$ cat config.mk
export PLATFORM = sky130hd
export DESIGN_NAME = btwd_top
export DESIGN_NICKNAME = d
export VERILOG_FILES = /design/src/pkg/btwd_pkg.sv /design/src/pkg/btwd_div_if.sv /design/src/rtl/btwd_prescaler.sv /design/src/rtl/btwd_top.sv
export VERILOG_INCLUDE_DIRS = /design/src /design/src/pkg
export SDC_FILE = /design/constraint.sdc
export NUM_CORES = 1
export LEC_CHECK = 0
export BUFFER_PORTS_ARGS = -buffer_cell sky130_fd_sc_hd__buf_2
export CORE_MARGIN = 2
export CORE_UTILIZATION = 54
export DETAILED_ROUTE_END_ITERATION = 8
export GPL_TIMING_DRIVEN = 0
export PLACE_DENSITY = 0.81
export SYNTH_ARGS = -nofsm -noshare
export SYNTH_HDL_FRONTEND = slang
export SYNTH_SLANG_ARGS = --single-unit
$ cat constraint.sdc
create_clock -name CLK -period 2.1 [get_ports CLK]
set_clock_uncertainty 0.2 [all_clocks]
set_input_delay 0.315 -clock CLK [delete_from_list [all_inputs] [get_ports CLK]]
set_output_delay 0.315 -clock CLK [all_outputs]
set_load 0.05 [all_outputs]
$ cat src/pkg/btwd_defines.svh
`ifndef BTWD_DEFINES_SVH
`define BTWD_DEFINES_SVH
// ----------------------------------------
// Register addresses and fields
// ----------------------------------------
`define BTWD_CTRL_ADDR 8'hD3
`define BTWD_CNT_ADDR 8'hFD
`define BTWD_CTRL_RESET 8'h00
`define BTWD_KEY_DISABLE 4'hA
`define BTWD_KEY_MSB 7
`define BTWD_KEY_LSB 4
`define BTWD_SEL_MSB 3
`define BTWD_SEL_LSB 2
`define BTWD_CNT_CLR_BIT 1
`define BTWD_DIV_CLR_BIT 0
// ----------------------------------------
// Divider taps
// ----------------------------------------
`define BTWD_DIV_4096 4096
`define BTWD_DIV_1024 1024
`define BTWD_DIV_128 128
`define BTWD_PRESCALE_W 12
`define BTWD_TAP_4096 11
`define BTWD_TAP_1024 9
`define BTWD_TAP_128 6
`endif

$ cat src/pkg/btwd_pkg.sv
package btwd_pkg;
   typedef enum logic [1:0] {
      BTWD_SEL_4096,
      BTWD_SEL_1024,
      BTWD_SEL_128,
      BTWD_SEL_NONE
   } btwd_sel_t;
endpackage

$ cat src/pkg/btwd_div_if.sv
`timescale 1ns/100ps
interface btwd_div_if;
   logic clear;
   logic [1:0] sel;
   logic tick;
   modport ctl (output clear, output sel, input tick);
   modport div (input clear, input sel, output tick);
endinterface

$ cat src/rtl/btwd_prescaler.sv
`timescale 1ns/100ps
`include "btwd_defines.svh"
module btwd_prescaler import btwd_pkg::*; #(
   parameter int W = `BTWD_PRESCALE_W
) (
   input wire logic CLK,
   input wire logic RST_N,
   btwd_div_if.div bus,
   output logic [W-1:0] div_q
);
   logic [W-1:0] cnt_r;
   logic [W-1:0] cnt_nxt;
   logic tick_r;

   // True when the tap bit drops, once per full period of that tap
   function automatic logic tap_fall(input logic [W-1:0] cur, input logic [W-1:0] nxt, input int unsigned tap);
      tap_fall = cur[tap] & ~nxt[tap];
   endfunction

   // ----------------------------------------
   // Free divider and tap select
   // ----------------------------------------
   assign cnt_nxt = cnt_r + {{(W-1){1'b0}}, 1'b1};
   assign div_q = cnt_r;
   assign bus.tick = tick_r;

   // Counts oscillator clocks, restart on clear
   always_ff @(posedge CLK or negedge RST_N) begin
      if (!RST_N) begin
         cnt_r <= '0;
      end else if (bus.clear) begin
         cnt_r <= '0;
      end else begin
         cnt_r <= cnt_nxt;
      end
   end

   // One pulse per tap carry
   always_ff @(posedge CLK or negedge RST_N) begin
      if (!RST_N) begin
         tick_r <= 1'b0;
      end else if (bus.clear) begin
         tick_r <= 1'b0;
      end else begin
         case (btwd_sel_t'(bus.sel))
            BTWD_SEL_4096: tick_r <= tap_fall(cnt_r, cnt_nxt, `BTWD_TAP_4096);
            BTWD_SEL_1024: tick_r <= tap_fall(cnt_r, cnt_nxt, `BTWD_TAP_1024);
            BTWD_SEL_128: tick_r <= tap_fall(cnt_r, cnt_nxt, `BTWD_TAP_128);
            default: tick_r <= 1'b0;
         endcase
      end
   end
endmodule // btwd_prescaler

$ cat src/rtl/btwd_top.sv
`timescale 1ns/100ps
`include "btwd_defines.svh"
module btwd_top import btwd_pkg::*; #(
   parameter int CNT_W = 8
) (
   input wire logic CLK,
   input wire logic RST_N,
   input wire logic [7:0] ADDR,
   input wire logic [7:0] WDATA,
   input wire logic WR,
   input wire logic RD,
   output logic [7:0] RDATA,
   output logic SYS_RESET,
   output logic WDT_ENABLED,
   output logic T0_DIV_CLEAR
);
   // ----------------------------------------
   // Timing notes
   // ----------------------------------------
   // A control write is taken at the edge that sees WR high with the control address.
   // The control register changes at that edge; the armed flag follows one edge later.
   // Read data appears one edge after RD and stands until the next read.
   // The counter steps one edge after each divider tick; a reset request comes at that same edge.
   // Software must write the counter clear often enough to stay ahead of the overflow.
   // Select 11 stops the divider ticks, so the watchdog never fires while it is chosen.

   // ----------------------------------------
   // Internal signals
   // ----------------------------------------
   // Select, clear and tick shared with the prescaler
   btwd_div_if div_bus();

   // Control register and the value a write loads
   logic [7:0] ctrl_r;
   logic [7:0] ctrl_nxt;

   // Fields of the stored control value
   logic [3:0] key_field;
   logic [1:0] sel_field;

   // Timebase counter and its next count
   logic [CNT_W-1:0] cnt_r;
   logic [CNT_W-1:0] cnt_nxt;

   // Address decode of the bus strobes
   logic wr_ctrl;
   logic rd_ctrl;
   logic rd_cnt;

   // Write-one strobes taken from a control write
   logic cnt_clr;
   logic div_clr;

   // Watchdog state
   logic wdt_en;
   logic overflow;
   logic srst_nxt;

   // Next read data
   logic [7:0] rdata_nxt;

   // ----------------------------------------
   // Helper functions
   // ----------------------------------------
   // True unless the key field holds the disable pattern
   function automatic logic key_enables(input logic [3:0] key);
      key_enables = (key != `BTWD_KEY_DISABLE);
   endfunction

   // True when the bus address names the given register
   function automatic logic addr_hit(input logic [7:0] addr, input logic [7:0] reg_addr);
      addr_hit = (addr == reg_addr);
   endfunction

   // True when a taken control write carries a one in a strobe bit
   function automatic logic strobe_hit(input logic wr, input logic bit_val);
      strobe_hit = wr & bit_val;
   endfunction

   // ----------------------------------------
   // Address decode
   // ----------------------------------------
   // Only the control address takes writes; a write to the counter address is dropped
   assign wr_ctrl = WR & addr_hit(ADDR, `BTWD_CTRL_ADDR);
   // Reads of the two registers; anything else reads zero
   assign rd_ctrl = RD & addr_hit(ADDR, `BTWD_CTRL_ADDR);
   assign rd_cnt = RD & addr_hit(ADDR, `BTWD_CNT_ADDR);

   // ----------------------------------------
   // Write-one strobes
   // ----------------------------------------
   // Counter clear; a zero in this bit leaves the counter alone
   assign cnt_clr = strobe_hit(wr_ctrl, WDATA[`BTWD_CNT_CLR_BIT]);
   // Divider clear; a zero in this bit leaves both dividers alone
   assign div_clr = strobe_hit(wr_ctrl, WDATA[`BTWD_DIV_CLR_BIT]);

   // ----------------------------------------
   // Control register
   // ----------------------------------------
   // Key and select are kept; the strobe bits are never stored, so they read zero
   assign ctrl_nxt = {WDATA[`BTWD_KEY_MSB:`BTWD_SEL_LSB], 2'h0};

   // Loaded by each control write, cleared by reset
   always_ff @(posedge CLK or negedge RST_N) begin
      if (!RST_N) begin
         ctrl_r <= `BTWD_CTRL_RESET;
      end else if (wr_ctrl) begin
         ctrl_r <= ctrl_nxt;
      end
   end

   // Key and clock select fields as stored
   assign key_field = ctrl_r[`BTWD_KEY_MSB:`BTWD_KEY_LSB];
   assign sel_field = ctrl_r[`BTWD_SEL_MSB:`BTWD_SEL_LSB];

   // Any key but the disable pattern keeps the watchdog armed
   assign wdt_en = key_enables(key_field);

   // ----------------------------------------
   // Prescaler
   // ----------------------------------------
   // Timer 0 has its own divider, cleared through T0_DIV_CLEAR; a divider clear restarts this one
   assign div_bus.sel = sel_field;
   assign div_bus.clear = div_clr;

   // Free running divider, one tick per period of the selected tap
   btwd_prescaler u_pre (
      .CLK(CLK),
      .RST_N(RST_N),
      .bus(div_bus),
      .div_q()
   );

   // ----------------------------------------
   // Timebase counter
   // ----------------------------------------
   // Next count; all ones wraps to zero
   assign cnt_nxt = cnt_r + {{(CNT_W-1){1'b0}}, 1'b1};

   // Steps once per divider tick; a clear write wins over a tick in the same cycle
   always_ff @(posedge CLK or negedge RST_N) begin
      if (!RST_N) begin
         cnt_r <= '0;
      end else if (cnt_clr) begin
         cnt_r <= '0;
      end else if (div_bus.tick) begin
         cnt_r <= cnt_nxt;
      end
   end

   // ----------------------------------------
   // Watchdog reset
   // ----------------------------------------
   // The tick that carries the counter past all ones
   assign overflow = div_bus.tick & (&cnt_r);

   // A counter clear in the overflow cycle rescues the system
   assign srst_nxt = overflow & wdt_en & ~cnt_clr;

   // One-cycle system reset request
   always_ff @(posedge CLK or negedge RST_N) begin
      if (!RST_N) begin
         SYS_RESET <= 1'h0;
      end else begin
         SYS_RESET <= srst_nxt;
      end
   end

   // Watchdog armed flag, one cycle behind the key field
   always_ff @(posedge CLK or negedge RST_N) begin
      if (!RST_N) begin
         WDT_ENABLED <= 1'h1;
      end else begin
         WDT_ENABLED <= wdt_en;
      end
   end

   // ----------------------------------------
   // Timer 0 divider clear
   // ----------------------------------------
   // One-cycle pulse per divider clear write, for the timer 0 divider
   always_ff @(posedge CLK or negedge RST_N) begin
      if (!RST_N) begin
         T0_DIV_CLEAR <= 1'h0;
      end else begin
         T0_DIV_CLEAR <= div_clr;
      end
   end

   // ----------------------------------------
   // Read port
   // ----------------------------------------
   // Read mux; the counter is read but never written
   always_comb begin
      rdata_nxt = 8'h00;
      if (rd_ctrl) begin
         rdata_nxt = ctrl_r;
      end else if (rd_cnt) begin
         rdata_nxt = 8'(cnt_r);
      end
   end

   // Read data is loaded on each read and holds until the next one
   always_ff @(posedge CLK or negedge RST_N) begin
      if (!RST_N) begin
         RDATA <= 8'h00;
      end else if (RD) begin
         RDATA <= rdata_nxt;
      end
   end
endmodule // btwd_top

======== Word-level counts from Yosys, hierarchy flattened ========
Cells that the tools add are included.
storage, ports and cells
  register bits ........................... 38
  input bits .............................. 20
  word-level logic and storage cells ...... 40
cells by class
  $add $sub $neg .......................... 2
  eq/ne operators ......................... 5
  mux-type cells .......................... 7
  bitwise gates (word level) .............. 15
  reductions and logical operators ........ 3
operator list
  operator                                                               number
  8-bit 2-to-1 mux                                                       4
  8-bit equality test, second input constant                             2
  12-bit by 1-bit adder with 12-bit output, second input constant        1
  12-bit 2-to-1 mux                                                      1
  1-bit AND                                                              11
  8-bit by 1-bit adder with 8-bit output, second input constant          1
  8-bit AND reduction                                                    1
  4-bit inequality test, second input constant                           1
  1-bit inverter                                                         4
  1-bit case mux with 3 select lines                                     1
  2-bit by 1-bit equality test with 1-bit output, second input constant  1
  2-bit equality test, second input constant                             1
  2-bit zero test                                                        1
  2-bit nonzero test                                                     1
  1-bit 2-to-1 mux                                                       1

======== Longest topological paths before layout ========
Gate-level depths: netlist of run 1.
  depth in word-level cells ............... 5
  mapped depth ............................ 7
  gate-level depth less buffers ........... 7

======== Cells and area by module ========
A second synthesis of run 1 with hierarchy kept.
unflattened totals
  cell total of the unflattened synthesis .. 150
  area, all modules ....................... 1760.4 sq um
modules (own cells, without submodules)
  module          instances  cells each  area an instance (sq um)
  btwd_top        1          89          1121.1
  btwd_prescaler  1          61          639.4

======== Worst setup path after synthesis of run 1 ========
Ideal clock, no wire load.
  path kind ............................... reg2reg
  start ................................... reg u_pre.cnt_r[0], in the netlist u_pre.div_q[0]
  end ..................................... reg u_pre.cnt_r[10], in the netlist u_pre.div_q[10]
  setup time .............................. 0.073 ns
  data arrival time ....................... 1.339 ns
  required time ........................... 1.827 ns
  path slack .............................. 0.488 ns
  cell stages (with the launch flop) ...... 5
  buffers on the path ..................... 0
  path through ............................ dfrtp_1 -> ha_1 -> nand3_1 -> or4_4 -> a21oi_2
between the ends
  longest elaborated chain between the ends .. 2
RTL lines
  what                                      line                  source
  start, declared                           btwd_prescaler.sv:11  logic [W-1:0] cnt_r;
  start signal, assigned                    btwd_prescaler.sv:34  cnt_r <= cnt_nxt;
  12-bit by 1-bit adder with 12-bit output  btwd_prescaler.sv:23  assign cnt_nxt = cnt_r + {{(W-1){1'b0}}, 1'b1};
  12-bit 2-to-1 mux                         btwd_prescaler.sv:31  end else if (bus.clear) begin
No other way between the ends.
A chain may end at the register's enable or synchronous reset.

======== Worst setup path in the final report of run 1 ========
Same ends and word-level chain as after synthesis.

==> results.toml, run 1 <==
[status]
outcome = "finished clean"

[power_and_ir_drop]
leakage_uw = 0.0009885
netSwitchingFraction_pct = 28.62
switchingPower_uw = 435.1
power.internal_uw = 1085
clockPowerShare_pct = 25.6
p_comb_share_pct = 13.2
peakVddDrop_mv = 0.4223
powerDensity_nw_per_um2 = 756.9
seq_power_share_pct = 61.2
power.total_uw = 1520

[clocking]
clockBufferDepth = 2
cts.repair.resized = 0
postCtsSetupBuffers = 0
cts_tree = "done"
clock_latency_ns = 0.33
numClockSinks = 38
cts_buffers = 5
root_buffer = "clkbuf_4"
htreeDepth = 2
path_clk_slew_ns = 0.11

[floorplanning]
die_area_um2 = 3658
io_pins = 31
core_area_um2 = 3053
placementRows = 20
initial_core_util_pct = 56.43
die_w_um = 60.49
die_h_um = 60.49

[grt]
grt_overflow = 0
grt_pass1_vias = 1185
grt_max_degree = 39
track_usage_pct = 21.02
antenna_found_initial = 0
grt_pass1_wl_um = 5533

[hold_path]
whs_path_depth = 2
hold_class = "in -> reg"

[logic_synthesis]
ys.flop_type = "dfrtp_1"
synth_edf_count = 0
postSynthCellCount = 144
synth.area.top_cells = "dfrtp_1 54%, mux2_2 3.9%, ha_1 3.6%, a221o_1 3.5%, nor2b_1 2.9%"
synth-async-reset-ratio_pct = 100.0
ys_types = 35
synth_top_area_share_pct = 53.74
synth_seq_cells = 38
yosysMostFrequentCell = "dfrtp_1"
syn_nets = 169
ys_warn_count = 0
ys_seq_area_share_pct = 55.27
synth_top_area_cell = "dfrtp_1"
syn_area_um2 = 1723
synth.avg_cell_area_um2 = 11.96
synth_common_cells = "37 x dfrtp_1, 11 x nor2_1, 8 x nor2b_1"

[detailed_routing]
dr.pass1.iters = 4
dr_total_vias = 1267
drtAntennaViolNets = 0
finalWirelength_um = 3218
drc = 0
viasPerCell = 5.557
drt_iter0_markers = 43
drt-wirelength-per-cell_um = 14.11

[layout]
fill_cells = 252
synthToLayoutAreaGrowth_pct = 16.56
layout-drive-gt1-share_pct = 29.35
finalNonFillerCells = 228
final_util_pct = 65.78
final_cell_area_um2 = 2008
multi_input_area_um2 = 737.0
seqCellArea_um2 = 952.2
layout.nets = 208
diodes = 0

[timing]
max_freq_mhz = 569.4
finalSetupViolations = 0
max_slew_margin_pct = 45.50
worstMarginPinSlew_ns = 0.8175
finalHoldViolCount = 0
setup_tns_ns = 0
period_minus_slack_ns = 1.756
slew_viol_final = 0
finalCritPeriodShare_pct = 83.63
rsz0062_at_grt = "no"

[worst_setup_path]
crit_arrival_ns = 1.82
critPathKind = "reg -> reg"
startpoint_type = "flop"
crit_fanout = 6
r2r.worst_path.cells = 4
end_kind = "flop"
worst_ep_required_time_ns = 2.17

[place]
port_buffers = 30
dpl.cell_count = 218
hpwl_um = 2346
placed_cell_area_um2 = 1928
gp_congestion = 0.7210

[run]
drv_cap = 0
-- sequential cells by signal, indices dropped and copies added, names as in the netlist --
| register | cells |
|---|---|
| u_pre.bus.tick | 1 |
| SYS_RESET | 1 |
| cnt_r | 8 |
| RDATA | 8 |
| T0_DIV_CLEAR | 1 |
| WDT_ENABLED | 1 |
| ctrl_r | 6 |
| u_pre.div_q | 12 |
-- through the flow --
step / hold slack, ns / setup slack, ns
global route: 0.006481 / 0.2570
CTS: 0.003861 / 0.3396
floorplan: -0.1806 / 0.4882
global placement: 0.2411 / 0.3954
detailed placement: 0.2549 / 0.3428
finish: 0.01459 / 0.3437
-- worst max-delay path: stages, from the launching register on --
cell and delay (ns):
dfrtp_1 0.41, ha_1 0.20, nand3_1 0.21, or4_4 0.54, a21oi_2 0.14
-- area by class of cell --
cell class | instances | area share, %
plain buffers | 4 | 1.121
flip-flops and latches | 38 | 47.41
well taps | 44 | 2.741
clock inverters | 1 | 0.2492
inverters | 3 | 0.5607
multi-input cells | 99 | 36.70
repair buffers | 32 | 8.473
clock buffers | 7 | 2.741
-- per-layer routing --
layer	part of all wire [%]	vias to the layer above	GRT usage, %
li1	-	608	-
met1	47	599	30.48
met2	46	53	30.59
met3	5.7	7	4.904
met4	1.6	0	9.006
met5	0	-	0
-- kinds of logic (layout without fill, tap and decap cells) --
group                      Yosys count  after routing  share of synthesized area (%)
and+or+nand+nor                     56             56                          21.13
DFF                                 38             38                          55.27
AOI/OAI and AO/OA                   23             23                          9.369
muxes                                8              8                          5.083
xor gates and xnor gates             7              7                          3.559
buffers and inverters                7             47                          1.961
adders and majority gates            5              5                          3.631
-- power groups by stage --
stage,clock network [uW],registers (uW),logic (uW)
after floorplan,0,920,139
after global placement,0,932,186
after detailed placement,0,941,200
after CTS,404,928,204
after global routing,433,945,236
final,389,930,201
-- path summary, 6_finish.rpt --
path	startpoint	end	slack, ns
max in group asynchronous	RST_N	u_pre.div_q[10]	0.77
setup / recovery	u_pre.div_q[0]	u_pre.div_q[10]	0.34
hold reg to reg	u_pre.div_q[0]	u_pre.div_q[0]	0.30
setup reg to reg	u_pre.div_q[0]	u_pre.div_q[10]	0.34
min in group asynchronous	RST_N	RDATA[5]	0.42
hold / removal	WDATA[6]	ctrl_r[6]	0.01
-- layout by cell type (no fill, tap or decap), drive strengths merged, types with 2 or more instances in the layout --
cell,instances
dfrtp,37
buf,34
nor2,11
nor2b,8
a21oi,7
clkbuf,7
o21ai,6
a221o,6
mux2,6
nand4,6
or3,6
nand2,5
nand3,5
ha,5
xor2,4
inv,3
and4,3
xnor2,3
nor3,2
mux2i,2
and3,2
and2b,2
a22o,2
dlygate4sd3,2
nor4b,2
-- timing repair --
action / 4_1_cts / 5_1_grt
hold buffers: 2 / 0
setup endpoints to repair: 0 / 0
endpoints found under the hold margin: 38 / 0
No activity file was read; power rests on OpenSTA's default activity.
==> inputs of run 2 (changes only) <==
- ABC_AREA: unset -> 1
- CORE_UTILIZATION: 54 -> 50
- PLACE_DENSITY: 0.81 -> 0.78
- clock period: 2.1 -> 1.45 ns (I/O delays scaled with it)
==> run 2 against run 1 <==
  * The run now ends with setup timing left
  * Non-clock buffer count grew 15
  * Core utilization grew 1.3 points
  * Register-to-register slack lost 0.58 ns
  * Hold slack gained 0.020 ns
  * Die area grew 21%
  * Synthesized cell count grew 69%
  * Via count grew 39%
  * Maximum frequency grew 4.1%
  * Design area grew 24%
  * Power grew 100%
==> results.toml, run 2 <==
[floorplanning]
die_w_um = 66.50
die_h_um = 66.50
io_pins = 31
core_area_um2 = 3716
placementRows = 22
initial_core_util_pct = 52.56
die_area_um2 = 4422

[place]
port_buffers = 30
dpl.cell_count = 321
post-place-ws_ns = -0.2973
hpwl_um = 2925
gp_congestion = 0.8141

[layout]
final_util_pct = 67.07
layout.nets = 323
final_cell_mix = "53 x nand2_1, 37 x dfrtp_1, 35 x inv_1"
synthToLayoutAreaGrowth_pct = 27.61
mostFrequentLayoutCell = "nand2_1"
fill_cells = 310
multi_input_area_um2 = 905.9
finalNonFillerCells = 347
largest_register_ffs = 12
layout-drive-gt1-share_pct = 26.42
diodes = 0
seqCellArea_um2 = 952.2

[worst_setup_path]
critPathMaxStageDelay_ns = 0.36
critPathKind = "reg -> reg"
worst_ep_required_time_ns = 1.46
r2r.worst_path.cells = 8
worst-r2r-setup-slack_ns = -0.24
startpoint = "u_pre.div_q[3]"
cp.buffers_inverters = 0
crit_cells = 8
crit_arrival_ns = 1.70
r2r-start = "u_pre.div_q[3]"
startpoint_type = "flop"
end_kind = "flop"
crit_fanout = 3
cpMostUsedCell = "nor2_1"
reg2reg_to = "u_pre.bus.tick"
worst_path_max_delay_cell = "dfrtp_1"
cp_cell_sequence = "nand2_1, nor2_2, nand4_1, nor2_1, ha_1, o21bai_1, o21a_1, nor2_1"
cp_top_family = "simple AND/OR/NAND/NOR gates"

[timing]
max_freq_mhz = 592.9
holdWs_ns = 0.03471
finalHoldViolCount = 0
max_slew_margin_pct = 65.43
setup_slack_ns = -0.2367
slew_viol_final = 0
worstMarginPinSlew_ns = 0.5185
period_minus_slack_ns = 1.687
finalSetupViolations = 4
rsz0062_at_grt = "yes"
finalCritPeriodShare_pct = 116.3

[logic_synthesis]
syn_area_um2 = 1953
postSynthCellCount = 243
yosysMostFrequentCell = "nand2_1"
synth_top_area_cell = "dfrtp_1"
ys.flop_type = "dfrtp_1"
synth_common_cells = "56 x nand2_1, 39 x inv_1, 37 x dfrtp_1"
synth_top_area_share_pct = 47.41
ys_warn_count = 0
ys_seq_area_share_pct = 48.75
synth_edf_count = 0
synth.avg_cell_area_um2 = 8.038
synth-async-reset-ratio_pct = 100.0
synth_seq_cells = 38
ys_types = 23
synth.area.top_cells = "dfrtp_1 47%, nand2_1 11%, inv_1 7.5%, nor2_1 6.9%, nand4_1 6.1%"
syn_nets = 268

[detailed_routing]
drc = 0
dr.pass1.iters = 4
viasPerCell = 5.061
drt_iter0_markers = 156
drtAntennaViolNets = 0
finalWirelength_um = 4309
drt-wirelength-per-cell_um = 12.42
dr_total_vias = 1756

[grt]
track_usage_pct = 20.94
grt_overflow = 0
antenna_found_initial = 0
grt_pass1_wl_um = 6989
grt_pass1_vias = 1660
grt_max_degree = 39

[status]
outcome = "complete, but fails checks"
failed_checks = "setup timing"

[clocking]
path_clk_slew_ns = 0.07
htreeDepth = 2
clock_latency_ns = 0.29
numClockSinks = 38
cts_buffers = 5
cts_tree = "done"
root_buffer = "clkbuf_8"
clockBufferDepth = 2

[hold_path]
hold_start = "WDATA[0]"
whs_path_depth = 3
hold_class = "in -> reg"
whs_endpoint = "T0_DIV_CLEAR"

[power_and_ir_drop]
switchingPower_uw = 1041
netSwitchingFraction_pct = 33.83
leakage_uw = 0.001303
p_comb_share_pct = 29.8
clockPowerShare_pct = 24.2
power.internal_uw = 2035
seq_power_share_pct = 46.0
powerDensity_nw_per_um2 = 1234
peakVddDrop_mv = 0.9275

[run]
drv_cap = 0
==> run 2: changes by cell type after synthesis, sizes merged, moves of 3 or more <==
cell   before  now
nor2       11   43
nand3       5   18
a221o       6    0
nand4       6   19
inv         3   39
or3         6    0
nand2       5   57
nor2b       8    0
and4        3    0
a21oi       7    2
mux2        6    0
==> run 2: cell type report <==
cell class	count	share of cell area, %
Buffer	3	1.054
Inverter	39	5.974
Clock inverter	1	0.2008
Timing Repair Buffer	48	12.35
Sequential cell	38	38.20
Tap cell	48	2.410
Multi-Input combinational cell	163	36.35
Clock buffer	7	3.464
==> run 2: metrics by stage <==
| step | power (uW) | TNS (ns) | instance area [um^2] |
|---|---|---|---|
| 3_3_place_gp | 2016 | -1.253 | 2166 |
| 3_5_place_dp | 2050 | -1.309 | 2166 |
| 4_1_cts | 2935 | -0.4395 | 2420 |
| 6_report | 3076 | -0.4181 | 2492 |
| 2_1_floorplan | 1865 | -0.1678 | 1956 |
| 5_1_grt | 3287 | -0.9220 | 2492 |
==> run 2: worst max-delay path by stage <==
stage                     end  slack (ns)
2_1_floorplan  u_pre.bus.tick        -0.1
3_5_place_dp   u_pre.bus.tick       -0.30
3_3_place_gp   u_pre.bus.tick       -0.30
5_1_grt        u_pre.bus.tick       -0.39
6_report       u_pre.bus.tick       -0.24
4_1_cts        u_pre.bus.tick       -0.23
==> run 2: worst register-to-register path: stages (launching register included) <==
cell,delay (ns)
dfrtp_1,0.36
nand2_1,0.07
nor2_2,0.14
nand4_1,0.17
nor2_1,0.14
ha_1,0.16
o21bai_1,0.09
o21a_1,0.19
nor2_1,0.09
==> run 2: timing repair <==
action | in CTS | in global routing
buffers inserted | 8 | 3
endpoints found under the hold margin | 43 | 0
pin swaps | 10 | 8
hold buffers | 7 | 0
endpoints found under the setup margin | 10 | 50
gates resized for setup | 9 | 17
==> run 2: cell families (layout without fill, tap and decap cells) <==
| kind of cell | count (synthesis) | in the layout | synth area share (%) |
|---|---|---|---|
| flops | 38 | 38 | 48.75 |
| fa+ha+maj | 5 | 5 | 3.203 |
| xor+xnor | 6 | 6 | 2.691 |
| buf+inv | 42 | 98 | 8.840 |
| simple gates | 140 | 140 | 33.18 |
| compound gates | 12 | 12 | 3.332 |
==> run 2: power by group through the flow <==
stage	combinational [uW]	clock (uW)	sequential, uW
after floorplan	460	0	1410
after global placement	577	0	1440
after detailed placement	602	0	1450
after CTS	764	766	1410
after global routing	1040	814	1430
final	917	745	1410
==> run 2: per-layer routing <==
metal | share of wire [%] | routed length (um) | up-vias | GRT usage, %
li1 | - | - | 879 | -
met1 | 43 | 1845 | 811 | 24.97
met2 | 50 | 2172 | 57 | 37.00
met3 | 5.3 | 229 | 9 | 4.899
met4 | 1.4 | 61 | 0 | 6.888
met5 | 0 | 0 | - | 0
==> inputs of run 3 (changes only) <==
- SYNTH_HIERARCHICAL: unset -> 1
==> run 3 against run 2 <==
  * The run still ends with setup timing left
  * Area after synthesis is 0.45% higher
  * Die area grew 0.42%
  * Cell count is 2.3% lower
  * Design area is 3.6% higher
  * Core utilization increased by 2.4 points
  * Sequential power decreased by 4%
  * Sequential share of layout area fell by 1.3 points
  * Largest cell class unchanged
  * Largest power group unchanged
==> results.toml, run 3 <==
[logic_synthesis]
ys_types = 28
synth_top_area_cell = "dfrtp_1"
synth-async-reset-ratio_pct = 100.0
yosysMostFrequentCell = "nand2_1"
ys.flop_type = "dfrtp_1"
synth_common_cells = "47 x nand2_1, 37 x dfrtp_1, 36 x inv_1"
postSynthCellCount = 224
synth_seq_cells = 38
ys_warn_count = 6
syn_area_um2 = 1962
synth_top_area_share_pct = 47.19
synth.avg_cell_area_um2 = 8.758
syn_nets = 249
synth_edf_count = 0
synth.area.top_cells = "dfrtp_1 47%, nand2_1 9.0%, inv_1 6.9%, nor2_1 4.6%, o21ai_2 4.0%"
ys_seq_area_share_pct = 48.53

[worst_setup_path]
crit_fanout = 4
crit_arrival_ns = 1.58
end_kind = "flop"
startpoint_type = "flop"
critPathKind = "reg -> reg"
worst_ep_required_time_ns = 1.46

[layout]
synthToLayoutAreaGrowth_pct = 31.57
diodes = 0
final_cell_area_um2 = 2581
mostFrequentLayoutCell = "nand2_1"
final_cell_mix = "42 x nand2_1, 36 x dfrtp_1, 29 x inv_1"
layout.nets = 315
final_util_pct = 69.46
largest_register_ffs = 12
finalNonFillerCells = 339
layout-drive-gt1-share_pct = 37.46
fill_cells = 291

[place]
hpwl_um = 2731
port_buffers = 30
gp_congestion = 0.8069
dpl.cell_count = 302
post-place-ws_ns = -0.3466
placed_cell_area_um2 = 2216

[floorplanning]
die_w_um = 66.64
initial_core_util_pct = 52.79
die_h_um = 66.64
core_area_um2 = 3716
io_pins = 31
die_area_um2 = 4441
placementRows = 22

[grt]
grt_overflow = 0
grt_pass1_vias = 1475
grt_pass1_wl_um = 6513
track_usage_pct = 20.16
antenna_found_initial = 0
grt_max_degree = 39

[power_and_ir_drop]
leakage_uw = 0.001386
powerDensity_nw_per_um2 = 1128
peakVddDrop_mv = 0.8714

[timing]
finalCritPeriodShare_pct = 108.5
worstMarginPinSlew_ns = 0.5280
max_slew_margin_pct = 64.80
rsz0062_at_grt = "yes"
finalSetupViolations = 3
period_minus_slack_ns = 1.574
holdWs_ns = 0.0007010
slew_viol_final = 0
setup_slack_ns = -0.1237
max_freq_mhz = 635.4
finalHoldViolCount = 0

[detailed_routing]
finalWirelength_um = 4306
viasPerCell = 4.885
drt_iter0_markers = 99
dr.pass1.iters = 4
dr_total_vias = 1656
drt-wirelength-per-cell_um = 12.70
drtAntennaViolNets = 0
drc = 0

[hold_path]
hold_class = "in -> reg"

[status]
outcome = "complete, but fails checks"
failed_checks = "setup timing"

[clocking]
htreeDepth = 2
cts_buffers = 5
root_buffer = "clkbuf_8"
numClockSinks = 38
clock_latency_ns = 0.29
clockBufferDepth = 2
path_clk_slew_ns = 0.07
cts_tree = "done"

[run]
drv_cap = 0
run 3: changes by cell type after synthesis, moves of 3 or more:
cell / delta
nor2_1: -12
nand2_1: -9
o21ai_2: +9
nand4_1: -7
o21ai_1: -6
a21oi_1: +4
inv_1: -3
nand3_1: -3
run 3: cell type report:
class	count	area [um^2]	share of cell area, %
Buffer	2	26.28	1.018
Tap cell	48	60.06	2.327
Inverter	38	162.7	6.301
Multi-Input combinational cell	146	908.4	35.19
Clock buffer	8	80.08	3.102
Sequential cell	38	953.4	36.94
Timing Repair Buffer	59	390.4	15.12
run 3: routing by layer:
metal / up-vias / track usage [%] / share of wire, %
li1: 844 / - / -
met3: 7 / 5.068 / 4.9
met1: 769 / 23.45 / 42
met2: 36 / 34.88 / 51
met4: 0 / 8.929 / 1.6
met5: - / 0 / 0
run 3: logic make-up (layout without fill, tap and decap cells):
group / after synthesis / after routing / share of synthesized area, %
buffers and inverters: 40 / 107 / 8.418
adder cells (fa/ha/maj): 5 / 5 / 3.189
AO/OA/AOI/OAI: 21 / 21 / 7.526
XOR/XNOR: 3 / 3 / 1.340
AND/OR/NAND/NOR: 117 / 117 / 31.00
flip-flops: 38 / 38 / 48.53
run 3: path summary, 6_finish.rpt:
check | slack (ns) | end | startpoint | cells past startpoint
max in group asynchronous | 0.40 | u_pre/div_q[3] | RST_N | 2
min in group asynchronous | 0.26 | RDATA[0] | RST_N | 2
max reg2reg | -0.12 | u_pre/bus.tick | u_pre/div_q[3] | 7
min reg2reg | 0.28 | RDATA[1] | RDATA[1] | 2
max | -0.12 | u_pre/bus.tick | u_pre/div_q[3] | 7
min | 0.0007 | T0_DIV_CLEAR | WDATA[0] | 3
run 3: metrics by stage:
step                setup TNS, ns  total power, uW
floorplan                -0.03011             1764
global placement           -3.138             1886
detailed placement         -3.496             1911
CTS                       -0.1341             2787
global route              -0.5907             3094
finish                    -0.2582             2911
run 3: critical path, stage by stage, from the launching register on:
cell      delay, ns
dfrtp_2        0.40
nand2_2        0.09
nor2_4         0.12
nand2_4        0.07
nor3_2         0.18
ha_2           0.20
a21boi_2       0.05
nor3_2         0.18
run 3: repair_timing:
action / 4_1_cts / 5_1_grt
resized for setup: 5 / 15
setup buffers: 9 / 13
pin swaps: 4 / 12
hold endpoints to repair: 44 / 0
cloned: 0 / 0
hold buffers: 7 / 0
setup endpoints to repair: 8 / 49
run 3: power by group:
part	leakage, uW	internal, uW	switching [uW]
combinational	0.000862	397	452
sequential	0.000485	1230	138
clock	0.0000395	342	356
